<file path="config.mk">
export PLATFORM = sky130hd
export DESIGN_NAME = dtw_top
export DESIGN_NICKNAME = d
export VERILOG_FILES = /design/src/dtw_pkg.sv /design/src/dtw_set_if.sv /design/src/dtw_set_switch.sv /design/src/dtw_copy.sv /design/src/dtw_top.sv
export SDC_FILE = /design/constraint.sdc
export NUM_CORES = 1
export LEC_CHECK = 0
export ABC_AREA = 1
export BUFFER_PORTS_ARGS = -buffer_cell sky130_fd_sc_hd__buf_2
export CAP_MARGIN = 5
export CORE_MARGIN = 1
export CORE_UTILIZATION = 35
export CTS_BUF_LIST = sky130_fd_sc_hd__clkbuf_2 sky130_fd_sc_hd__clkbuf_4 sky130_fd_sc_hd__clkbuf_8
export DETAILED_ROUTE_END_ITERATION = 6
export PLACE_DENSITY = 0.53
export SYNTH_ARGS = -nofsm -noshare
export SYNTH_HDL_FRONTEND = slang
export SYNTH_SLANG_ARGS = --single-unit
</file>
<file path="constraint.sdc">
create_clock -name clk_i -period 4.1 [get_ports clk_i]
set_input_delay 0.41 -clock clk_i [delete_from_list [all_inputs] [get_ports clk_i]]
set_output_delay 0.41 -clock clk_i [all_outputs]
set_load 0.02 [all_outputs]
</file>
<file path="src/dtw_pkg.sv">
// package: constants and types for the three-wire command decoder and command set selector
package dtw_pkg;
    localparam int DI_WIDTH = 8;
    localparam int DI_SEL_W = 3;
    localparam int SET_MAX = 4;
    localparam int SET_IDX_W = 2;
    localparam int SETPT_W = 16;
    // interface presets that reroute the command sources
    localparam logic [7:0] PRESET_FIELDBUS_TERMINAL = 8'h07;
    localparam logic [7:0] PRESET_THREE_WIRE = 8'h14;
    // fixed terminal assignment of the three-wire preset
    localparam logic [2:0] PRESET_ENABLE_DI = 3'h0;
    localparam logic [2:0] PRESET_ON_DI = 3'h1;
    localparam logic [2:0] PRESET_DIR_DI = 3'h2;
    // commissioning states
    localparam logic [3:0] COMM_READY = 4'h0;
    localparam logic [3:0] COMM_DATA_SETS = 4'hF;
    // reset values
    localparam logic [2:0] SET_COUNT_RESET = 3'h2;
    localparam logic [1:0] ACTIVE_SET_RESET = 2'h0;
    // switchover time, about 4 ms at 100 MHz
    localparam int CLK_MHZ = 100;
    localparam int SWITCH_TIME_US = 4000;
    localparam int SWITCH_CYCLES = SWITCH_TIME_US * CLK_MHZ;
    localparam int SWITCH_CNT_W = 19;
    // motor direction
    typedef enum logic {DIR_CW = 1'b0, DIR_CCW = 1'b1} dtw_dir_t;
endpackage : dtw_pkg

</file>
<file path="src/dtw_set_if.sv">
// interface: command set selection request and result between decoder top and switchover timer
`timescale 1ns/1ns
interface dtw_set_if;
    logic [1:0] requested;
    logic [2:0] count;
    logic [1:0] active;
    logic busy;
    modport ctrl (output requested, output count, input active, input busy);
    modport timer (input requested, input count, output active, output busy);
endinterface : dtw_set_if

</file>
<file path="src/dtw_set_switch.sv">
// module: command set switchover timer, applies a new set selection after a settling delay
`timescale 1ns/1ns
module dtw_set_switch
    import dtw_pkg::*;
#(
    parameter int SWITCH_CYC = SWITCH_CYCLES
)(
    input wire logic clk_i,
    input wire logic rst_n_i,
    dtw_set_if.timer set_if
);
    initial
    begin
        if (SWITCH_CYC < 1 || SWITCH_CYC >= (1 << SWITCH_CNT_W))
            $error("switch delay out of range");
    end

    logic [SWITCH_CNT_W-1:0] cnt_reg;
    logic [1:0] active_reg;
    logic busy_reg;
    logic [1:0] limited;
    logic differs;

    // a selection beyond the configured count is clamped to the highest set
    assign limited = ({1'b0, set_if.requested} >= set_if.count) ? 2'(set_if.count - 3'h1) : set_if.requested;
    assign differs = (limited != active_reg);
    assign set_if.active = active_reg;
    assign set_if.busy = busy_reg;

    // restart the delay only when the target returns to the active set; a target that moves mid-delay is applied when the count ends
    always_ff @(posedge clk_i or negedge rst_n_i)
    begin
        if (!rst_n_i)
        begin
            cnt_reg <= '0;
            active_reg <= ACTIVE_SET_RESET;
            busy_reg <= 1'b0;
        end
        else if (!differs)
        begin
            cnt_reg <= '0;
            busy_reg <= 1'b0;
        end
        else if (cnt_reg == SWITCH_CNT_W'(SWITCH_CYC - 1))
        begin
            active_reg <= limited;
            cnt_reg <= '0;
            busy_reg <= 1'b0;
        end
        else
        begin
            cnt_reg <= cnt_reg + 1'b1;
            busy_reg <= 1'b1;
        end
    end
endmodule : dtw_set_switch

</file>
<file path="src/dtw_copy.sv">
// module: command set storage with copy engine (one word per set, one cycle per copy)
`timescale 1ns/1ns
module dtw_copy
    import dtw_pkg::*;
#(
    parameter int WORD_W = 16
)(
    input wire logic clk_i,
    input wire logic rst_n_i,
    input wire logic wr_en_i,
    input wire logic [1:0] wr_idx_i,
    input wire logic [WORD_W-1:0] wr_data_i,
    input wire logic start_i,
    input wire logic [1:0] src_i,
    input wire logic [1:0] dst_i,
    input wire logic [1:0] rd_idx_i,
    output logic [WORD_W-1:0] rd_data_o,
    output logic busy_o
);
    initial
    begin
        if (WORD_W < 1)
            $error("word width must be positive");
    end

    logic [WORD_W-1:0] mem [SET_MAX];
    logic busy_reg;
    logic [1:0] src_reg;
    logic [1:0] dst_reg;

    assign busy_o = busy_reg;
    assign rd_data_o = mem[rd_idx_i];

    // a start during a copy is ignored by this module; busy lasts exactly one cycle
    always_ff @(posedge clk_i or negedge rst_n_i)
    begin
        if (!rst_n_i)
        begin
            busy_reg <= 1'b0;
            src_reg <= '0;
            dst_reg <= '0;
        end
        else if (start_i && !busy_reg)
        begin
            busy_reg <= 1'b1;
            src_reg <= src_i;
            dst_reg <= dst_i;
        end
        else
        begin
            busy_reg <= 1'b0;
        end
    end

    // storage: copy wins over a software write in the same cycle
    always_ff @(posedge clk_i)
    begin
        if (busy_reg)
            mem[dst_reg] <= mem[src_reg];
        else if (wr_en_i)
            mem[wr_idx_i] <= wr_data_i;
    end
endmodule : dtw_copy

</file>
<file path="src/dtw_top.sv">
// top: three-wire start/stop decoder with command set selection, copy and setpoint routing
//
// Contract
// - enable low stops the motor by ramp, ignoring ON and direction.
// - with enable high, the motor starts only on a rising ON edge.
// - direction sampled at the ON edge: low clockwise, high counter-clockwise.
// - preset 20 takes enable, ON, direction from digital inputs 0, 1, 2.
// - three selectors pick each command's source from any digital input bit.
// - the set selection comes from any chosen control signal; here each selection bit is picked from a digital input bit only.
// - set switchover completes about 4 ms after the selection changes.
// - set count is two, three or four, two after reset.
// - above two sets, two selection bits choose the active set.
// - the active set index is readable.
// - copy source set to target on start, start clears when done.
// - preset 7: set 0 from fieldbus, set 1 from terminal strip.
// - main setpoint takes analog input 0 or 1.
`timescale 1ns/1ns
module dtw_top
    import dtw_pkg::*;
#(
    parameter int SWITCH_CYC = dtw_pkg::SWITCH_CYCLES,
    parameter int WORD_W = 16
)(
    input wire logic clk_i,
    input wire logic rst_n_i,
    input wire logic [dtw_pkg::DI_WIDTH-1:0] digital_input_i,
    input wire logic fieldbus_enable_i,
    input wire logic fieldbus_on_i,
    input wire logic fieldbus_dir_i,
    input wire logic [7:0] interface_preset_i,
    input wire logic [3:0] commissioning_state_i,
    input wire logic [2:0] wire_cmd1_source_i,
    input wire logic [2:0] wire_cmd2_source_i,
    input wire logic [2:0] wire_cmd3_source_i,
    input wire logic [2:0] command_set_select0_source_i,
    input wire logic [2:0] command_set_select1_source_i,
    input wire logic [2:0] command_set_count_i,
    input wire logic command_set_count_wr_i,
    input wire logic command_set_copy_start_i,
    input wire logic [1:0] command_set_copy_src_i,
    input wire logic [1:0] command_set_copy_dst_i,
    input wire logic set_data_wr_i,
    input wire logic [1:0] set_data_idx_i,
    input wire logic [WORD_W-1:0] set_data_i,
    input wire logic [dtw_pkg::SETPT_W-1:0] analog_input_value0_i,
    input wire logic [dtw_pkg::SETPT_W-1:0] analog_input_value1_i,
    input wire logic main_setpoint_source_i,
    output logic motor_on_o,
    output logic ramp_stop_o,
    output logic motor_dir_o,
    output logic [1:0] active_command_set_o,
    output logic [2:0] command_set_count_o,
    output logic command_set_copy_busy_o,
    output logic [WORD_W-1:0] active_set_data_o,
    output logic [dtw_pkg::SETPT_W-1:0] main_setpoint_o
);
    import dtw_pkg::*;

    initial
    begin
        if (DI_WIDTH > (1 << DI_SEL_W))
            $error("digital input count exceeds selector range");
    end

    // bit picker used by every routed source
    function automatic logic pick_di(input logic [DI_WIDTH-1:0] di, input logic [DI_SEL_W-1:0] sel);
        pick_di = di[sel];
    endfunction : pick_di

    ////////////////////////////////////////////////////////////////////////////
    // input synchroniser: terminals are asynchronous to clk_i
    logic [DI_WIDTH-1:0] di_meta_reg;
    logic [DI_WIDTH-1:0] di_sync_reg;

    always_ff @(posedge clk_i or negedge rst_n_i)
    begin
        if (!rst_n_i)
        begin
            di_meta_reg <= '0;
            di_sync_reg <= '0;
        end
        else
        begin
            di_meta_reg <= digital_input_i;
            di_sync_reg <= di_meta_reg;
        end
    end

    ////////////////////////////////////////////////////////////////////////////
    // command source routing
    logic preset_wired;
    logic [DI_SEL_W-1:0] sel_enable;
    logic [DI_SEL_W-1:0] sel_on;
    logic [DI_SEL_W-1:0] sel_dir;
    logic term_enable;
    logic term_on;
    logic term_dir;
    logic use_fieldbus;
    logic cmd_enable;
    logic cmd_on;
    logic cmd_dir;

    // the three-wire preset overrides the free selectors with fixed terminals
    assign preset_wired = (interface_preset_i == PRESET_THREE_WIRE);
    assign sel_enable = preset_wired ? PRESET_ENABLE_DI : wire_cmd1_source_i;
    assign sel_on = preset_wired ? PRESET_ON_DI : wire_cmd2_source_i;
    assign sel_dir = preset_wired ? PRESET_DIR_DI : wire_cmd3_source_i;
    assign term_enable = pick_di(di_sync_reg, sel_enable);
    assign term_on = pick_di(di_sync_reg, sel_on);
    assign term_dir = pick_di(di_sync_reg, sel_dir);

    // fieldbus commands only in set 0 of the fieldbus/terminal preset
    assign use_fieldbus = (interface_preset_i == PRESET_FIELDBUS_TERMINAL) &&
                          (active_command_set_o == 2'h0);
    assign cmd_enable = use_fieldbus ? fieldbus_enable_i : term_enable;
    assign cmd_on = use_fieldbus ? fieldbus_on_i : term_on;
    assign cmd_dir = use_fieldbus ? fieldbus_dir_i : term_dir;

    ////////////////////////////////////////////////////////////////////////////
    // three-wire start/stop decoder
    logic on_prev_reg;
    logic on_rise;
    logic motor_on_next;
    logic dir_next;

    assign on_rise = cmd_on && !on_prev_reg;
    // a level that is already high when enable returns is no edge, so the motor stays off
    assign motor_on_next = !cmd_enable ? 1'b0 : (on_rise ? 1'b1 : motor_on_o);
    assign dir_next = (cmd_enable && on_rise) ? cmd_dir : motor_dir_o;

    always_ff @(posedge clk_i or negedge rst_n_i)
    begin
        if (!rst_n_i)
        begin
            on_prev_reg <= 1'b0;
            motor_on_o <= 1'b0;
            ramp_stop_o <= 1'b1;
            motor_dir_o <= DIR_CW;
        end
        else
        begin
            on_prev_reg <= cmd_on;
            motor_on_o <= motor_on_next;
            ramp_stop_o <= !motor_on_next;
            motor_dir_o <= dir_next;
        end
    end

    ////////////////////////////////////////////////////////////////////////////
    // command set count, writable only in commissioning state
    logic count_ok;
    logic count_wr;

    assign count_ok = (command_set_count_i >= 3'h2) && (command_set_count_i <= 3'h4);
    assign count_wr = command_set_count_wr_i && count_ok &&
                      (commissioning_state_i == COMM_DATA_SETS);

    always_ff @(posedge clk_i or negedge rst_n_i)
    begin
        if (!rst_n_i)
            command_set_count_o <= SET_COUNT_RESET;
        else if (count_wr)
            command_set_count_o <= command_set_count_i;
    end

    ////////////////////////////////////////////////////////////////////////////
    // command set selection and switchover
    dtw_set_if set_if ();
    logic sel_bit0;
    logic sel_bit1;

    assign sel_bit0 = pick_di(di_sync_reg, command_set_select0_source_i);
    // bit 1 only matters when more than two sets exist
    assign sel_bit1 = (command_set_count_o > 3'h2) &&
                      pick_di(di_sync_reg, command_set_select1_source_i);
    assign set_if.requested = {sel_bit1, sel_bit0};
    assign set_if.count = command_set_count_o;

    dtw_set_switch #(
        .SWITCH_CYC(SWITCH_CYC)
    ) u_switch (
        .clk_i(clk_i),
        .rst_n_i(rst_n_i),
        .set_if(set_if)
    );

    always_ff @(posedge clk_i or negedge rst_n_i)
    begin
        if (!rst_n_i)
            active_command_set_o <= ACTIVE_SET_RESET;
        else
            active_command_set_o <= set_if.active;
    end

    ////////////////////////////////////////////////////////////////////////////
    // command set copy: busy stands for the start field, cleared when done
    logic copy_busy;
    logic [WORD_W-1:0] set_word;

    dtw_copy #(
        .WORD_W(WORD_W)
    ) u_copy (
        .clk_i(clk_i),
        .rst_n_i(rst_n_i),
        .wr_en_i(set_data_wr_i),
        .wr_idx_i(set_data_idx_i),
        .wr_data_i(set_data_i),
        .start_i(command_set_copy_start_i),
        .src_i(command_set_copy_src_i),
        .dst_i(command_set_copy_dst_i),
        .rd_idx_i(set_if.active),
        .rd_data_o(set_word),
        .busy_o(copy_busy)
    );

    always_ff @(posedge clk_i or negedge rst_n_i)
    begin
        if (!rst_n_i)
        begin
            command_set_copy_busy_o <= 1'b0;
            active_set_data_o <= '0;
        end
        else
        begin
            command_set_copy_busy_o <= copy_busy;
            active_set_data_o <= set_word;
        end
    end

    ////////////////////////////////////////////////////////////////////////////
    // main setpoint from analog input 0 or 1
    always_ff @(posedge clk_i or negedge rst_n_i)
    begin
        if (!rst_n_i)
            main_setpoint_o <= '0;
        else
            main_setpoint_o <= main_setpoint_source_i ? analog_input_value1_i : analog_input_value0_i;
    end
endmodule : dtw_top

</file>
Yosys cells after proc, flatten, opt, wreduce, memory -nomap -nowiden:

Memories as Yosys holds them, arrays and structs flattened. A register that Yosys moved wholly into a read port is not among the register bits.
Cells that the tools add are included.

* add/sub/neg operators: 2
* $lt $le $gt $ge: 9
* muxes and demuxes: 31
* equality and inequality tests: 5
* reductions and logical operators: 15

Operator list (number)
* 19-bit 2-to-1 mux: 2
* 16-bit 2-to-1 mux: 2
* 3-bit by 4-bit < comparator with 1-bit output, second input constant: 5
* 19-bit by 1-bit adder with 19-bit output, second input constant: 1
* 19-bit == test, second input constant: 1
* 1-bit 2-to-1 mux: 17
* 16-bit OR reduction: 1
* 1-bit binary-select mux with 3-bit select: 5
* 3-bit 2-to-1 mux: 3
* 8-bit by 3-bit == test with 1-bit output, second input constant: 1
* 8-bit by 5-bit == test with 1-bit output, second input constant: 1
* 1-bit logical AND: 8
* 4-bit == test, second input constant: 1
* 1-bit zero test: 4
* 2-bit 2-to-1 mux: 2
* 2-bit by 3-bit greater-or-equal comparator with 1-bit output: 1
* 3-bit by 2-bit greater-or-equal comparator with 1-bit output, second input constant: 1
* 3-bit by 2-bit > comparator with 1-bit output, second input constant: 1
* 3-bit less-or-equal comparator, second input constant: 1
* 2-bit zero test: 1
* 2-bit != test: 1
* 2-bit AND reduction: 1
* 2-bit by 1-bit subtractor with 2-bit output, second input constant: 1

* RAM bits: 64
* flip-flop bits (word level): 68
* memories kept: 1
* input port bits: 101
* word-level logic and storage cells: 78

Memory list
* u_copy.mem: words 4, bits a word 16, read ports 2, clocked after memory_dff 1, wr ports 1, line dtw_copy.sv:26 `logic [WORD_W-1:0] mem [SET_MAX];`

Longest topological paths before layout:

* word-level depth: 9
* gate-level depth with buffers: 17
* depth with buffers taken out: 16

Cells and area by module:

A second synthesis with hierarchy kept.

* cell total of the unflattened synthesis: 846
* area, all modules: 7438.4 µm²

Modules (own cells, without submodules)
* dtw_copy: instances 1, seq. area each 2047.0 µm², area an instance 3622.2 µm², cells each 426
* dtw_top: instances 1, seq. area each 1453.9 µm², area an instance 2336.0 µm², cells each 216
* dtw_set_switch: instances 1, seq. area each 550.5 µm², area an instance 1480.2 µm², cells each 204

Worst setup path before layout:

Ideal clock, no wire load.

* path type: register to register
* start point: register command_set_count_o[1]
* end point: register u_switch.cnt_reg[15]
* cell stages (with the launch flop): 15
* setup time: 0.113 ns
* path slack: 1.730 ns
* data arrival time: 2.257 ns
* path buffers: 1
* period minus slack after synthesis: 2.370 ns
* cells stage by stage: dfstp_2 > ha_1 > o21bai_1 > nand2_1 > nor2_1 > ha_1 > o21ai_0 > a21oi_1 > inv_1 > or2_2 > nand3_1 > nand3_4 > buf_6 > nand2_1 > inv_1

* longest elaborated chain between the ends: 6
* elaborated cells on any way between the ends: 7
* those cells by class: add/sub (1); order compare (2); eq/ne (1); mux (2); reduce/logical (1)

Ends and longest elaborated chain
* start: declaration: line dtw_top.sv:52 `output logic [2:0] command_set_count_o,`
* start signal: assignment: line dtw_top.sv:163 `command_set_count_o <= command_set_count_i;`
* 3-bit by 2-bit > comparator with 1-bit output: line dtw_top.sv:174 `assign sel_bit1 = (command_set_count_o > 3'h2) &&`
* 1-bit logical AND: line dtw_top.sv:174
* 2-bit by 3-bit greater-or-equal comparator with 1-bit output: line dtw_set_switch.sv:25 `assign limited = ({1'b0, set_if.requested} >= set_if.count) ? 2'(set_if.count - 3'h1) : set_if.requested;`
* 2-bit 2-to-1 mux (*): line dtw_set_switch.sv:25
* 2-bit != test (*): line dtw_set_switch.sv:26 `assign differs = (limited != active_reg);`
* 19-bit 2-to-1 mux (*): line dtw_set_switch.sv:39 `else if (!differs)`
* end signal: assignment: line dtw_set_switch.sv:52 `cnt_reg <= cnt_reg + 1'b1;`
* end: declaration: line dtw_set_switch.sv:18 `logic [SWITCH_CNT_W-1:0] cnt_reg;`

Every way passes the cells marked *; elsewhere a longest branch is shown, timed or not.
A chain may end at the register's enable or synchronous reset.

Worst setup path after layout:

* start point: register di_sync_reg[5]
* end point: register u_switch.cnt_reg[2]

* longest elaborated chain between the ends: 7
* elaborated cells on any way between the ends: 9
* those cells by class: order compare (1); eq/ne (1); mux (6); reduce/logical (1)

Ends and longest elaborated chain
* start: declaration: line dtw_top.sv:73 `logic [DI_WIDTH-1:0] di_sync_reg;`
* start signal: assignment: line dtw_top.sv:85 `di_sync_reg <= di_meta_reg;`
* 1-bit binary-select mux with 3-bit select: line dtw_top.sv:67 `pick_di = di[sel];`
* 1-bit 2-to-1 mux (implied by the code): line dtw_top.sv:67
* 1-bit logical AND: line dtw_top.sv:174
* 2-bit by 3-bit greater-or-equal comparator with 1-bit output: line dtw_set_switch.sv:25
* 2-bit 2-to-1 mux (*): line dtw_set_switch.sv:25
* 2-bit != test (*): line dtw_set_switch.sv:26
* 19-bit 2-to-1 mux (*): line dtw_set_switch.sv:39

Every way passes the cells marked *; elsewhere a longest branch is shown, timed or not. The select of a mux whose other input is x is not followed.

==> impl_summary.md <==
Pwr
The internal power is 2.67 mW. The total power per unit cell area is 446 nW/um^2. Net switching is 27.8% of the power.

Summed over all nets, the switching power comes to 1.03 mW. Of the total power, registers draw 48.6%. The worst voltage drop across the vdd grid is 0.219 mV.

The design draws 3.70 mW. The clock power share is 33.5%. The portion of total power attributed to combinational logic is 17.9%.

The leakage power is 3.83 nW.

CTS
The latest clock arrival within the worst-skew pair is 0.44 ns. The total of hold buffers inserted after clock tree synthesis is 0. The CTS H-tree depth is 4.

TritonCTS created 17 clock buffers. The post-cts sizing count is 0. The clock passes through at most 2 buffers. The clock tree from TritonCTS is done. Post-CTS timing repair inserted 0 buffers for setup. Counting every sink on the clock net gives 148. Clock-pin slew was measured on the worst setup and hold paths at 0.08 ns.

The clock root buffer master is sky130_fd_sc_hd__clkbuf_8.

Routing
Summing over every cut layer, the via total after detailed routing is 5387. The routed design has 16100 um of wire. The number of routed nets with antenna violations is 0. The per-cell routed wire length is 14.0 um. The total iterations of the first detailed-routing run is 5. The violation count after the first detailed-routing iteration is 273.

The post-detailed-route DRC marker count is 0. Using the TritonRoute via totals, the vias-per-cell ratio works out to 4.68.

GRT
The number of antenna violations at the first check in global routing was 0. The overflow left after global routing is 0. The via count of the first global-routing pass is 5090. The maximum number of pins on one net before global-route repair is 59.

The total track usage is 16.4%. The first global-routing pass estimated 25200 um of wire.

Floorplan
The core area is 19000 um^2. The effective utilization at floorplan is 36.2%. The width of the die is 142 um. 142 I/O pins were placed. The chip height is 142 um. After floorplanning, the core was divided into 50 placement rows. The area of the die is 20100 um^2.

Yosys
The largest total area in the synthesized netlist belongs to sky130_fd_sc_hd__dfrtp_1. The area share of the leading cell type in the synthesized netlist is 29.9%. After Yosys synthesis, and, or, nand and nor cells account for 18.7% of the synthesized area. Of the post-synthesis cell area, the part taken by muxes is 2.79%.

The synthesized netlist devotes 11.1% of its cell area to compound gates. After Yosys synthesis, XOR and XNOR cells account for 1.64% of the synthesized area. For this run, the number of Yosys warnings is 0.

When the netlist entered floorplanning its net count stood at 838. The number of distinct standard cells referenced by the synthesized netlist is 37. The synthesized design contains 148 register bits. The dominant combinational cell family by area after synthesis is simple AND/OR/NAND/NOR gates.

After Yosys synthesis, full adders, half adders and majority gates account for 0.730% of the synthesized area. The average footprint of a synthesized cell is 9.35 um^2. The area of the mapped netlist is 6850 um^2. After technology mapping, the gate count stands at 733. The share of the Yosys chip area taken by registers is 58.8%. Sorting the synthesized cells by area gives the leading types as sky130_fd_sc_hd__dfrtp_1 30%, sky130_fd_sc_hd__edfxtp_1 28%, sky130_fd_sc_hd__nor2_1 7.4%.

Timing
The worst slew margin relative to its limit is 32.5%. The post-route worst setup slack is 1.63 ns. The number of pins exceeding their max-slew limit in the final report was 0. The final hold violation count is 0. The final critical-path share of the clock period is 60.2%.

The summed negative setup slack over all endpoints is 0 ns. At the pin with the least slew margin, the transition time is 1.01 ns. Clock skew on the completed layout was measured at 0.0142 ns. Setup violations remaining at the end of the flow were counted as 0. Setup repair after global routing left no endpoint under its margin. Derived from the worst setup path, the maximum achievable clock frequency is 0.405 GHz. The shortest period the worst path allows is 2.47 ns.

Run status
The flow ran to the end, and the final reports show no timing, DRC or antenna violations.

Critical path
The kind of critical path is flip-flop to flip-flop. The count of cells along the worst register-to-register path is 15. The startpoint type of the worst setup path is a flip-flop. Data on the critical path is required at its endpoint by 4.43 ns.

In this run the worst setup path begins at di_sync_reg[5]$_DFF_PN0_. The data arrival time of the worst path is 2.79 ns. The type of element capturing the critical path is a flip-flop. The most critical setup path has its endpoint at u_switch.cnt_reg[2]$_DFF_PN0_. The worst reg2reg path startpoint is di_sync_reg[5]$_DFF_PN0_. In this run the register-to-register setup slack is 1.63 ns. The critical-path maximum fanout is 19.

The worst register-to-register path ends at u_switch.cnt_reg[2]$_DFF_PN0_.

Finish
Cells with a size suffix above 1 make up 26.1% of the layout. The synthesis-to-finish area growth is 21.1%. The repair_antennas step left the layout with diodes totalling 0. The library cell used most frequently in the layout, excluding fill and tap cells, is sky130_fd_sc_hd__buf_2. The number of flip-flops under the largest register name is 64. The number of nets at the end of the flow is 982. The library cells used most frequently in the layout, excluding fill and tap cells, are 140 x sky130_fd_sc_hd__buf_2, 135 x sky130_fd_sc_hd__nor2_1, 99 x sky130_fd_sc_hd__nand2_1.

Flow run
Max-cap violations in this run came to 0.

Placed design
The half-perimeter wire length after detailed placement is 10500 um. The congestion estimate from routability-driven global placement came to 0.835. The total of buffers placed on input and output ports is 141. Prior to clock tree synthesis, the placed netlist has a worst setup slack of 1.51 ns.

Min path
The tightest min-delay check is of the input pin to asynchronous set/reset pin type.
how the worst min path moves through the flow:
stage | start | to | slack, ns | depth (start not counted)
final | rst_n_i | di_sync_reg[5]$_DFF_PN0_ | 0.04 | 1
after global routing | digital_input_i[0] | di_meta_reg[0]$_DFF_PN0_ | 0.03 | 1
after CTS | digital_input_i[5] | di_meta_reg[5]$_DFF_PN0_ | 0.02 | 1
after detailed placement | di_meta_reg[5]$_DFF_PN0_ | di_sync_reg[5]$_DFF_PN0_ | 0.33 | 0
after global placement | di_meta_reg[4]$_DFF_PN0_ | di_sync_reg[4]$_DFF_PN0_ | 0.33 | 0
after floorplan | rst_n_i | active_command_set_o[0]$_DFF_PN0_ | 0.11 | 0
area by class of cell:
class / instances / area, um^2
Fill cell: 1864 / 10700
Sequential cell: 148 / 4030
Multi-Input combinational cell: 473 / 2400
Timing Repair Buffer: 152 / 791
Tap cell: 260 / 325
Inverter: 85 / 319
Clock buffer: 23 / 285
Clock inverter: 9 / 154
worst max-delay path, stage by stage, from the launching register on:
cell	delay [ns]
sky130_fd_sc_hd__dfrtp_1	0.40
sky130_fd_sc_hd__inv_1	0.12
sky130_fd_sc_hd__a21oi_1	0.07
sky130_fd_sc_hd__o21ai_0	0.07
sky130_fd_sc_hd__o211ai_1	0.11
sky130_fd_sc_hd__nand2_1	0.10
sky130_fd_sc_hd__nor2_1	0.05
sky130_fd_sc_hd__ha_1	0.26
sky130_fd_sc_hd__o21ai_0	0.07
sky130_fd_sc_hd__a21oi_1	0.16
sky130_fd_sc_hd__inv_1	0.09
sky130_fd_sc_hd__or2_2	0.29
sky130_fd_sc_hd__nand3_1	0.13
sky130_fd_sc_hd__nand3_4	0.27
sky130_fd_sc_hd__nand2_1	0.14
sky130_fd_sc_hd__inv_1	0.04
cell families (layout without fill, tap and decap cells):
group                    count (synthesis)  in the layout
adder cells (fa/ha/maj)                  4              4
flip-flops                             148            148
AND/OR/NAND/NOR                        301            301
buffers and inverters                  112            269
multiplexers                            17             17
XOR/XNOR                                12             12
AO/OA/AOI/OAI                          139            139
power by group through the flow:
stage / Clock [mW] / Sequential (mW) / Combinational [mW]
4_1_cts: 1.28 / 1.80 / 0.675
3_5_place_dp: 0 / 1.83 / 0.671
6_report: 1.24 / 1.80 / 0.664
5_1_grt: 1.34 / 1.82 / 0.763
2_1_floorplan: 0 / 1.87 / 0.403
3_3_place_gp: 0 / 1.83 / 0.672
cells in the mapped netlist, drive strengths merged:
cell / n
clkinv: 2
xnor2: 3
nor2: 136
nor3: 6
nand4: 9
nor3b: 2
mux2: 17
xor2: 9
a31oi: 15
nand2: 110
or2: 4
o2111ai: 1
dfstp: 2
ha: 4
buf: 4
a21oi: 9
o21bai: 1
o22ai: 17
edfxtp: 64
dfrtp: 82
inv: 83
nand3: 30
o211ai: 5
nor4: 4
o21ai: 91
clkbuf: 23
routing by layer:
metal,vias up,wire (um),GRT usage (%)
met5,-,0,0
met4,0,190,6.00
met3,18,705,3.51
met2,135,7980,28.1
met1,2513,7190,20.4
li1,2721,-,-
metrics by stage:
| stage | utilization [%] | instance area, um^2 | std cells | hold WS [ns] |
|---|---|---|---|---|
| final | 43.8 | 8300 | 1150 | 0.0406 |
| after global routing | 43.8 | 8300 | 1150 | 0.0274 |
| after CTS | 43.8 | 8300 | 1150 | 0.0243 |
| after detailed placement | 41.5 | 7860 | 1118 | 0.335 |
| after global placement | 41.5 | 7860 | 1118 | 0.335 |
| after floorplan | - | 6850 | 733 | 0.114 |
(Power assumes the default switching activity.)
